--- src/hdl/lpfd_pkg.sv ---
package lpfd_pkg;

    localparam int NUM_CH = 4;
    localparam int CNT_W = 20;
    localparam int CH_BITS = 1 + 2 * CNT_W;
    localparam int FRAME_BITS = NUM_CH * CH_BITS;
    localparam int NBITS_W = 8;

    localparam int unsigned CLK_HZ = 20_000_000;
    localparam int unsigned PWM_TICK_HZ = 2_000_000;
    localparam int unsigned TICK_DIV = CLK_HZ / PWM_TICK_HZ;
    localparam int unsigned CLK_PERIOD_NS = 50;
    localparam int unsigned UPDATE_NS = 200_000;
    localparam int unsigned UPDATE_CYC = UPDATE_NS / CLK_PERIOD_NS;
    localparam int STALE_W = 13;

    localparam logic [3:0] REG_FLAGS = 4'h0;
    localparam logic [3:0] REG_FLAG_CLR = 4'h1;
    localparam logic [3:0] REG_IRQ_STATUS = 4'h2;
    localparam logic [3:0] REG_IRQ_CLR = 4'h3;
    localparam logic [3:0] REG_IRQ_ENABLE = 4'h4;
    localparam logic [3:0] REG_CTRL = 4'h5;
    localparam logic [3:0] REG_STATE = 4'h6;

    localparam int FLG_LS_OPEN = 0;
    localparam int FLG_LS_SHORT = 4;
    localparam int FLG_INJ_OPEN = 8;
    localparam int FLG_INJ_SHORT = 12;
    localparam int FLG_W = 16;
    localparam int IRQ_STALE = 16;
    localparam int IRQ_FRAME_ERR = 17;
    localparam int IRQ_W = 18;

    localparam int ST_LS_DRIVE = 0;
    localparam int ST_INJ_DRIVE = 4;
    localparam int ST_SUPERVISED = 8;
    localparam int ST_STALE = 9;
    localparam int ST_ARMED = 10;

    localparam logic CTRL_ARM_RST = 1'b0;
    localparam logic [IRQ_W-1:0] IRQ_ENABLE_RST = 18'h00000;

endpackage : lpfd_pkg

--- src/hdl/lpfd_ser_rx.sv ---
`timescale 1ns/100ps
module lpfd_ser_rx #(
    parameter int NUM_CH = lpfd_pkg::NUM_CH,
    parameter int CNT_W = lpfd_pkg::CNT_W
) (
    // Clock and reset
    input wire logic core_clk,
    input wire logic rst_n,
    // Serial parameter link
    input wire logic ser_frame,
    input wire logic ser_bit,
    // Decoded parameters
    output logic [NUM_CH-1:0] rx_en,
    output logic [NUM_CH-1:0][CNT_W-1:0] rx_period,
    output logic [NUM_CH-1:0][CNT_W-1:0] rx_high,
    output logic rx_upd,
    output logic rx_err
);

    localparam int CHB = 1 + 2 * CNT_W;
    localparam int FB = NUM_CH * CHB;

    typedef struct packed {
        logic [FB-1:0] shift;
        logic [lpfd_pkg::NBITS_W-1:0] nbits;
        logic in_frame;
        logic [NUM_CH-1:0] en;
        logic [NUM_CH-1:0][CNT_W-1:0] period;
        logic [NUM_CH-1:0][CNT_W-1:0] high;
        logic upd;
        logic err;
    } lpfd_rx_state_t;

    lpfd_rx_state_t s;
    lpfd_rx_state_t next_s;

    // The first bit of a frame is channel 0 enable; a frame of the wrong length is dropped whole.
    always_comb
    begin
        int base;
        base = 0;
        next_s = s;
        next_s.upd = 1'b0;
        next_s.err = 1'b0;
        next_s.in_frame = ser_frame;
        if (ser_frame)
        begin
            next_s.shift = {s.shift[FB-2:0], ser_bit};
            if (!s.in_frame)
                next_s.nbits = lpfd_pkg::NBITS_W'(1);
            else if (s.nbits != '1)
                next_s.nbits = s.nbits + lpfd_pkg::NBITS_W'(1);
        end
        else if (s.in_frame)
        begin
            if (s.nbits == lpfd_pkg::NBITS_W'(FB))
            begin
                next_s.upd = 1'b1;
                for (int c = 0; c < NUM_CH; c++)
                begin
                    base = FB - 1 - c * CHB;
                    next_s.en[c] = s.shift[base];
                    next_s.period[c] = s.shift[base-1 -: CNT_W];
                    next_s.high[c] = s.shift[base-1-CNT_W -: CNT_W];
                end
            end
            else
                next_s.err = 1'b1;
        end
    end

    always_ff @(posedge core_clk)
    begin
        if (!rst_n)
            s <= '0;
        else
            s <= next_s;
    end

    assign rx_en = s.en;
    assign rx_period = s.period;
    assign rx_high = s.high;
    assign rx_upd = s.upd;
    assign rx_err = s.err;

endmodule : lpfd_ser_rx

--- src/hdl/lpfd_driver.sv ---
// Notes on behaviour
// - Injector short detection disables channel until software clears the flag.
// - Each low-side channel has its own PWM covering 0 to 100 percent.
// - Enable, period and high time arrive serially every 200 us.
// - PWM counters are 20 bits wide and step at 2 MHz.
// - Zero duty holds the output off, full duty holds it on.
// - While commanded off, an open load sets the open flag.
// - Software clears open flags; a set open flag never affects switching.
// - While commanded on, a short sets the flag and disables the channel.
// - Short flag clear is ignored while the channel is commanded on.
// - No injector pulse without the engine position supervision input.
//
// The register addresses and the plain strobed port were decided locally.
`timescale 1ns/100ps
module lpfd_driver #(
    parameter int NUM_CH = lpfd_pkg::NUM_CH,
    parameter int CNT_W = lpfd_pkg::CNT_W
) (
    // Clock and reset
    input wire logic core_clk,
    input wire logic rst_n,
    // Register port
    input wire logic [3:0] reg_addr,
    input wire logic [31:0] reg_wdata,
    input wire logic reg_wr,
    input wire logic reg_rd,
    output logic [31:0] reg_rdata,
    // Serial parameter link from the host
    input wire logic ser_frame,
    input wire logic ser_bit,
    // Low-side channels
    input wire logic [NUM_CH-1:0] ls_open_sense,
    input wire logic [NUM_CH-1:0] ls_short_sense,
    output logic [NUM_CH-1:0] ls_drive,
    // Injector channels
    input wire logic [NUM_CH-1:0] inj_fuel_req,
    input wire logic [NUM_CH-1:0] inj_hold_reached,
    input wire logic [NUM_CH-1:0] inj_short_sense,
    input wire logic engine_position_supervision_input,
    output logic [NUM_CH-1:0] inj_drive,
    // Interrupt
    output logic irq
);

    localparam int TICK_LAST = int'(lpfd_pkg::TICK_DIV) - 1;
    localparam int UPD_CYC = int'(lpfd_pkg::UPDATE_CYC);

    typedef struct packed {
        logic [3:0] prescale;
        logic tick;
        logic [NUM_CH-1:0][CNT_W-1:0] cnt;
        logic [NUM_CH-1:0] pwm_on;
        logic [NUM_CH-1:0] ls_drive;
        logic [NUM_CH-1:0] ls_open;
        logic [NUM_CH-1:0] ls_short;
        logic [NUM_CH-1:0] inj_on;
        logic [NUM_CH-1:0] inj_hold_seen;
        logic [NUM_CH-1:0] inj_open;
        logic [NUM_CH-1:0] inj_short;
        logic [NUM_CH-1:0] inj_drive;
        logic [lpfd_pkg::IRQ_W-1:0] irq_status;
        logic [lpfd_pkg::IRQ_W-1:0] irq_enable;
        logic ctrl_arm;
        logic [lpfd_pkg::STALE_W-1:0] stale_cnt;
        logic stale;
        logic irq;
        logic [31:0] rdata;
    } lpfd_state_t;

    lpfd_state_t s;
    lpfd_state_t next_s;

    logic [NUM_CH-1:0] rx_en;
    logic [NUM_CH-1:0][CNT_W-1:0] rx_period;
    logic [NUM_CH-1:0][CNT_W-1:0] rx_high;
    logic rx_upd;
    logic rx_err;

    lpfd_ser_rx #(
        .NUM_CH(NUM_CH),
        .CNT_W(CNT_W)
    ) u_rx (
        .core_clk(core_clk),
        .rst_n(rst_n),
        .ser_frame(ser_frame),
        .ser_bit(ser_bit),
        .rx_en(rx_en),
        .rx_period(rx_period),
        .rx_high(rx_high),
        .rx_upd(rx_upd),
        .rx_err(rx_err)
    );

    // A set always beats a clear arriving in the same cycle.
    function automatic logic [NUM_CH-1:0] flag_step(
        input logic [NUM_CH-1:0] flag,
        input logic [NUM_CH-1:0] set,
        input logic [NUM_CH-1:0] clr
    );
        flag_step = (flag & ~clr) | set;
    endfunction : flag_step

    always_comb
    begin
        logic [CNT_W-1:0] inc;
        logic [NUM_CH-1:0] clr_ls_open;
        logic [NUM_CH-1:0] clr_ls_short;
        logic [NUM_CH-1:0] clr_inj_open;
        logic [NUM_CH-1:0] clr_inj_short;
        logic [NUM_CH-1:0] inj_end_open;
        logic [lpfd_pkg::FLG_W-1:0] flags_now;
        logic [lpfd_pkg::FLG_W-1:0] flags_next;
        logic [lpfd_pkg::IRQ_W-1:0] events;
        logic [lpfd_pkg::IRQ_W-1:0] irq_clr;
        logic wr_flag_clr;
        inc = '0;
        wr_flag_clr = reg_wr && (reg_addr == lpfd_pkg::REG_FLAG_CLR);
        clr_ls_open = wr_flag_clr ? reg_wdata[lpfd_pkg::FLG_LS_OPEN +: NUM_CH] : '0;
        clr_ls_short = wr_flag_clr ? reg_wdata[lpfd_pkg::FLG_LS_SHORT +: NUM_CH] : '0;
        clr_inj_open = wr_flag_clr ? reg_wdata[lpfd_pkg::FLG_INJ_OPEN +: NUM_CH] : '0;
        clr_inj_short = wr_flag_clr ? reg_wdata[lpfd_pkg::FLG_INJ_SHORT +: NUM_CH] : '0;
        irq_clr = (reg_wr && reg_addr == lpfd_pkg::REG_IRQ_CLR) ? reg_wdata[lpfd_pkg::IRQ_W-1:0] : '0;
        next_s = s;

        // The 2 MHz step is a one-cycle tick every tenth core clock.
        next_s.tick = (s.prescale == 4'(TICK_LAST));
        next_s.prescale = next_s.tick ? 4'h0 : s.prescale + 4'h1;

        for (int c = 0; c < NUM_CH; c++)
        begin
            inc = s.cnt[c] + CNT_W'(1);
            if (!rx_en[c])
                next_s.cnt[c] = '0;
            else if (s.tick)
                next_s.cnt[c] = (inc >= rx_period[c]) ? '0 : inc;
            // High time zero never compares above the counter; high time at or above
            // the period never falls below it, so both ends of the duty range hold.
            next_s.pwm_on[c] = rx_en[c] && (next_s.cnt[c] < rx_high[c]);
        end

        // Faults are judged against the registered command; the low-side switch gets it one cycle later, the injector in the same cycle.
        // Low-side faults: open is tested while off, short while on.
        next_s.ls_open = flag_step(s.ls_open, ~s.pwm_on & ls_open_sense, clr_ls_open);
        next_s.ls_short = flag_step(s.ls_short, s.pwm_on & ls_short_sense,
                                    clr_ls_short & ~s.pwm_on);
        // The open flag takes no part in the drive term.
        next_s.ls_drive = s.pwm_on & ~next_s.ls_short;

        // Injector commands pass only under engine position supervision.
        next_s.inj_on = inj_fuel_req & {NUM_CH{engine_position_supervision_input && s.ctrl_arm}};
        // Hold is remembered over the whole event, since the sense may drop once current control starts.
        next_s.inj_hold_seen = s.inj_on & (s.inj_hold_seen | inj_hold_reached);
        inj_end_open = s.inj_on & ~next_s.inj_on & ~(s.inj_hold_seen | inj_hold_reached);
        next_s.inj_open = flag_step(s.inj_open, inj_end_open, clr_inj_open);
        next_s.inj_short = flag_step(s.inj_short, s.inj_on & inj_short_sense,
                                     clr_inj_short & ~s.inj_on);
        next_s.inj_drive = next_s.inj_on & ~next_s.inj_short;

        // Parameter freshness watchdog.
        // It stops at its terminal count rather than wrapping, so a long silence can never clear it.
        if (rx_upd)
        begin
            next_s.stale_cnt = '0;
            next_s.stale = 1'b0;
        end
        else if (s.stale_cnt != lpfd_pkg::STALE_W'(UPD_CYC))
            next_s.stale_cnt = s.stale_cnt + lpfd_pkg::STALE_W'(1);
        else
            next_s.stale = 1'b1;

        // Flag and stale events are rising edges, so a flag that stays set reports only once; a frame error reports on every bad frame.
        flags_now = {s.inj_short, s.inj_open, s.ls_short, s.ls_open};
        flags_next = {next_s.inj_short, next_s.inj_open, next_s.ls_short, next_s.ls_open};
        events = {rx_err, next_s.stale & ~s.stale, flags_next & ~flags_now};
        next_s.irq_status = (s.irq_status & ~irq_clr) | events;

        if (reg_wr && reg_addr == lpfd_pkg::REG_IRQ_ENABLE)
            next_s.irq_enable = reg_wdata[lpfd_pkg::IRQ_W-1:0];
        if (reg_wr && reg_addr == lpfd_pkg::REG_CTRL)
            next_s.ctrl_arm = reg_wdata[0];
        next_s.irq = |(next_s.irq_status & next_s.irq_enable);

        // Read data are zero outside the answer cycle, which keeps a shared read bus quiet.
        next_s.rdata = '0;
        if (reg_rd)
        begin
            unique case (reg_addr)
                lpfd_pkg::REG_FLAGS: next_s.rdata = 32'(flags_now);
                lpfd_pkg::REG_IRQ_STATUS: next_s.rdata = 32'(s.irq_status);
                lpfd_pkg::REG_IRQ_ENABLE: next_s.rdata = 32'(s.irq_enable);
                lpfd_pkg::REG_CTRL: next_s.rdata = 32'(s.ctrl_arm);
                lpfd_pkg::REG_STATE: next_s.rdata = 32'({s.ctrl_arm, s.stale,
                    engine_position_supervision_input, s.inj_drive, s.ls_drive});
                default: next_s.rdata = '0;
            endcase
        end
    end

    always_ff @(posedge core_clk)
    begin
        if (!rst_n)
        begin
            s <= '0;
            s.irq_enable <= lpfd_pkg::IRQ_ENABLE_RST;
            s.ctrl_arm <= lpfd_pkg::CTRL_ARM_RST;
        end
        else
            s <= next_s;
    end

    assign ls_drive = s.ls_drive;
    assign inj_drive = s.inj_drive;
    assign irq = s.irq;
    assign reg_rdata = s.rdata;

    generate
        for (genvar i = 0; i < NUM_CH; i++)
        begin : g_chk

        end
    endgenerate
endmodule : lpfd_driver

--- config.mk ---
export PLATFORM = sky130hd
export DESIGN_NAME = lpfd_driver
export DESIGN_NICKNAME = d
export VERILOG_FILES = /design/src/hdl/lpfd_pkg.sv /design/src/hdl/lpfd_ser_rx.sv /design/src/hdl/lpfd_driver.sv
export SDC_FILE = /design/constraint.sdc
export NUM_CORES = 1
export LEC_CHECK = 0
export BUFFER_PORTS_ARGS = -buffer_cell sky130_fd_sc_hd__buf_4
export CAP_MARGIN = 5
export CELL_PAD_IN_SITES_DETAIL_PLACEMENT = 1
export CELL_PAD_IN_SITES_GLOBAL_PLACEMENT = 1
export CORE_MARGIN = 3
export CORE_UTILIZATION = 35
export DETAILED_ROUTE_END_ITERATION = 6
export GPL_TIMING_DRIVEN = 0
export PLACE_DENSITY_LB_ADDON = 0.1
export SKIP_CTS_REPAIR_TIMING = 1
export SLEW_MARGIN = 15
export SYNTH_ARGS = -nofsm -noshare
export SYNTH_HDL_FRONTEND = slang
export SYNTH_SLANG_ARGS = --single-unit
--- constraint.sdc ---
create_clock -name core_clk -period 6.4 [get_ports core_clk]
set_input_delay 1.28 -clock core_clk [delete_from_list [all_inputs] [get_ports core_clk]]
set_output_delay 1.28 -clock core_clk [all_outputs]
set_load 0.03 [all_outputs]
== Yosys cells after proc, flatten, opt, wreduce, memory -nomap -nowiden ==
Index checks and enable logic that the tools add are counted.

* Logic and storage cells: 145
* Output and inout port bits: 41
* Flip-flop bits (word level): 544

* Add/sub/neg operators: 7
* Order comparisons: 8
* Reduce and logical (&&, ||, !) cells: 17
* Bitwise operators: 41
* Mux-type cells: 25
* Equal/unequal tests: 11

{| class="wikitable"
|+ Operators by type and width
! cell !! count
|-
| $mux W20 || 12
|-
| $pmux W18 S5 || 1
|-
| $add A20 B1 Y20 const B || 4
|-
| $ge A20 B20 Y1 || 4
|-
| $lt A20 B20 Y1 || 4
|-
| $and A4 B4 Y4 || 15
|-
| $not A4 Y4 || 10
|-
| $and A18 B18 Y18 || 2
|-
| $mux W18 || 2
|-
| $or A4 B4 Y4 || 5
|-
| $not A18 Y18 || 1
|-
| $or A18 B18 Y18 || 1
|-
| $reduce_or A18 Y1 || 1
|-
| $and A16 B16 Y16 || 1
|-
| $mux W4 || 4
|-
| $mux W8 || 2
|-
| $not A16 Y16 || 1
|-
| $add A13 B1 Y13 const B || 1
|-
| $ne A13 B12 Y1 const B || 1
|-
| $eq A4 B3 Y1 const B || 3
|-
| $logic_and A1 B1 Y1 || 9
|-
| $add A8 B1 Y8 const B || 1
|-
| $eq A4 B2 Y1 const B || 2
|-
| $eq A8 B8 Y1 const B || 1
|-
| other kinds (13) || 21
|}

== Logic depth before layout (Yosys ltp) ==
* Depth in word-level cells: 11
* Gate-level depth with buffers: 21
* Depth with buffers taken out: 19

== By module ==
Synthesis repeated with hierarchy kept, for this count alone.

* Cell total of the unflattened synthesis: 3311
* Area, all modules: 28343.4 µm²

{| class="wikitable"
|+ Modules (own cells, without submodules)
! module !! times used !! area an instance (µm²) !! cells an instance !! sequential area each (µm²)
|-
| lpfd_driver || 1 || 14198.6 || 1837 || 3823.7
|-
| lpfd_ser_rx || 1 || 14144.8 || 1474 || 6786.5
|}

== Least setup slack after synthesis ==
No wires, ideal clock.

* Path type: flip-flop to flip-flop
* Start: register s[120] (netlist bit)
* End: register s[116] (netlist bit)
* Stages on the path, launching flop included: 21
* Data arrival time: 4.699 ns
* Setup slack: 1.640 ns
* Required time: 6.339 ns
* Library setup time: 0.061 ns
* Clock period less this slack: 4.760 ns
* Cell sequence: dfxtp_1 > ha_1 > nand3_1 > nor4_1 > nand3_1 > xnor2_1 > ha_1 > and2_1 > a221oi_1 > o22ai_1 > a211oi_1 > clkbuf_1 > a31oi_1 > nor2_1 > ha_1 > and3_1 > nand3_1 > nor3_1 > a2111oi_0 > o2111a_1 > a32o_1

{| class="wikitable"
|+ RTL lines
! what !! line !! source
|-
| from (decl) || lpfd_driver.sv:70 || <nowiki>lpfd_state_t s;</nowiki>
|-
| from (signal assigned) || lpfd_driver.sv:208 || <nowiki>s <= next_s;</nowiki>
|}

==> results.toml <==
[timing]
hold_violations = 0
fin_ws_ps = 388
tightest_slew_ps = 1180
slew_viol_final = 0
fin_crit_sh = 0.939
max-slew-margin-rel = 0.214
clock.fmax_mhz = 166
finClkSkew_ps = 19.0
rsz0062_at_grt = "false"
final-setup-viol-count = 0
period_needed_ps = 6010

[die]
die-area_um2 = 81700
ios = 104
die_y_um = 286
fp.coreArea_um2 = 76700
die_w_um = 286
start_util = 0.357
rows = 101

[global_routing]
track_usage = 0.212
overflow = 0
grt_pass1_wl_um = 137000
antenna_found_initial = 1
grt_pass1_vias = 24500
grt_max_degree = 14

[worst_setup_path]
reg2reg_from = "s[180]"
critical_path_required_ps = 6930
start_kind = "register"
end_kind = "register"
ff2ff_setup_slack_ps = 390
arrival_ps = 6540
path_max_fanout = 10
path_class = "register to register"
r2r_cells = 19
worst_r2r_endpoint = "s[119]"

[logic_synthesis]
synthCells = 3233
ys_async_sr_fraction = 0
synth-edff-count = 0
ys_ff_latch = 530
synthDistinctLibCells = 80
synth_ff_type = "dfxtp_1"
yosys_warnings = 0
avgSynthCellArea_um2 = 8.47
ys_seq_area_frac = 0.387
syn-cell-area_um2 = 27400

[layout]
final_core_util = 0.412
synthToLayoutAreaGrowth_pct = 15.5
nNetsFinal = 3619
drive_above_1_share = 0.0784

[cts]
cts_max_path_buffers = 3
cts_sinks = 530
root_buffer = "clkbuf_16"
cts_tree = "yes"
cts_buffers = 67
h-tree-depth = 3
clk_latency_ps = 600
clkTransAtPathRegs_ps = 50

[route]
routedWlPerCell_um = 19.5
wl_um = 87400
vias_per_cell = 5.17
ant_nets = 0
drt-initial-drc-count = 1046
drc = 0
num_vias = 23100
drt_pass1_iterations = 5

[worst_hold_path]
hp-class = "register to register"
worstHoldEndpoint = "u_rx.rx_period[76]"
holdPathStages = 2
hold_start = "u_rx.rx_period[76]"

[pwr]
peakVddDrop_mv = 0.168
p_per_area_nw_per_um2 = 234
p_leak_nw = 12.0

[status]
status = "finished clean"

[placement]
place.gp.congestion = 0.850
pre_cts_slack_ps = 41.3
hpwlAfterDp_um = 65500
portBuffers = 73

[job]
cap_violations = 0
## cells in the final DEF (no fill, tap or decap), types with 16 or more instances in the layout
cell type | synthesis | routed
ha_1 | 166 | 166
o22ai_1 | 17 | 17
dfxtp_1 | 530 | 530
clkbuf_16 | 0 | 69
buf_4 | 41 | 116
o21a_1 | 20 | 20
inv_1 | 201 | 201
and3_1 | 40 | 40
nand3_1 | 79 | 79
a31oi_1 | 46 | 46
o221ai_1 | 19 | 19
buf_1 | 25 | 25
o21ai_0 | 25 | 25
clkbuf_8 | 0 | 16
a21oi_1 | 96 | 96
xor2_1 | 35 | 35
nor2b_1 | 277 | 277
nor3_1 | 35 | 32
and2_1 | 29 | 29
or3_1 | 16 | 16
a21boi_0 | 181 | 181
mux2i_1 | 184 | 184
xnor2_1 | 50 | 50
clkbuf_1 | 158 | 165
nand4_1 | 36 | 36
o2111ai_1 | 21 | 21
a21o_1 | 40 | 40
nand2_1 | 518 | 518
nor2_1 | 149 | 149
## layer usage
| layer | GRT usage | part of all wire | wire length (um) | up-vias |
|---|---|---|---|---|
| li1 | - | - | - | 11300 |
| met1 | 0.266 | 0.45 | 39200 | 11300 |
| met2 | 0.368 | 0.48 | 42100 | 390 |
| met3 | 0.0292 | 0.035 | 3040 | 145 |
| met4 | 0.0780 | 0.035 | 3030 | 0 |
| met5 | 0 | 0 | 0 | - |
## synthesized netlist by cell type (all sizes together), types with 35 or more instances
| cell | number | share of area |
|---|---|---|
| dfxtp | 530 | 0.39 |
| nand2 | 519 | 0.071 |
| nor2b | 277 | 0.063 |
| inv | 201 | 0.028 |
| mux2i | 184 | 0.067 |
| a21boi | 181 | 0.050 |
| ha | 166 | 0.076 |
| clkbuf | 159 | 0.022 |
| nor2 | 149 | 0.020 |
| a21oi | 96 | 0.018 |
| nand3 | 79 | 0.014 |
| buf | 72 | 0.016 |
| xnor2 | 50 | 0.016 |
| a31oi | 46 | 0.011 |
| a21o | 40 | 0.011 |
| and3 | 40 | 0.0091 |
| nand4 | 36 | 0.0082 |
| nor3 | 35 | 0.0064 |
| xor2 | 35 | 0.011 |
## how the worst max path moves through the flow
| stage | from | end | slack [ps] | cells after the start |
|---|---|---|---|---|
| after floorplan | s[120] | s[116] | 1640 | 20 |
| after global placement | s[143] | s[117] | -160 | 19 |
| after detailed placement | s[120] | s[116] | 40 | 20 |
| after CTS | s[120] | s[116] | -2 | 20 |
| after global routing | s[162] | s[118] | 7 | 19 |
| final | s[180] | s[119] | 390 | 19 |
## worst max-delay path, cell delays in order, from the launching register on
cell,delay (ps)
dfxtp_1,530
ha_1,320
and4_1,310
nand4_1,480
nor3_2,540
xor2_1,320
ha_1,290
and4_1,230
or3b_2,200
clkbuf_1,470
clkbuf_1,450
o2111ai_1,220
a31oi_1,280
ha_1,300
a21o_1,180
a21o_1,170
a21oi_1,140
o21ai_0,140
a2bb2oi_1,200
and3_1,170
## state kept, by name, indices dropped and copies added (netlist names)
| register | flops |
|---|---|
| u_rx.s | 173 |
| s | 164 |
| u_rx.rx_high | 80 |
| u_rx.rx_period | 80 |
| reg_rdata | 18 |
| inj_drive | 4 |
| ls_drive | 4 |
| u_rx.rx_en | 4 |
| irq | 1 |
| u_rx.rx_err | 1 |
| u_rx.rx_upd | 1 |
## stage by stage
| stage | power, mW | cells | hold WS [ps] | cell area, um^2 | TNS (ps) |
|---|---|---|---|---|---|
| floorplan | 3.54 | 3246 | 418 | 27400 | 0 |
| global placement | 3.64 | 4349 | 433 | 29300 | -160 |
| detailed placement | 3.65 | 4351 | 453 | 29300 | 0 |
| CTS | 7.51 | 4472 | 463 | 31600 | -2.30 |
| global route | 7.66 | 4472 | 485 | 31600 | 0 |
| finish | 7.39 | 4474 | 462 | 31600 | 0 |
## where the power goes
group / internal, mW / total, mW / switching, mW / leakage (nW)
Sequential: 3.31 / 3.32 / 0.00943 / 4.27
Clock: 2.29 / 3.82 / 1.53 / 1.10
Combinational: 0.103 / 0.253 / 0.150 / 6.65
Total: 5.71 / 7.39 / 1.69 / 12.0
## cells by family (layout without fill, tap and decap cells)
| family | Yosys count | in the layout | share of synthesized area |
|---|---|---|---|
| other cells | 1 | 16 | 0.000137 |
| buf+inv | 433 | 629 | 0.0655 |
| flops | 530 | 530 | 0.387 |
| xor+xnor | 85 | 85 | 0.0272 |
| fa+ha+maj | 166 | 166 | 0.0758 |
| simple gates | 1255 | 1255 | 0.225 |
| compound gates | 572 | 572 | 0.149 |
| mux | 191 | 191 | 0.0701 |
## area by class of cell
type	count	area (um^2)
Antenna cell	2	5.00
Buffer	231	1040
Clock buffer	96	1990
Clock inverter	25	248
Fill cell	9103	45100
Inverter	202	758
Multi-Input combinational cell	2283	15100
Sequential cell	530	10600
Tap cell	1030	1290
Timing Repair Buffer	75	563
Note: power is estimated with default switching activity, not from simulation.
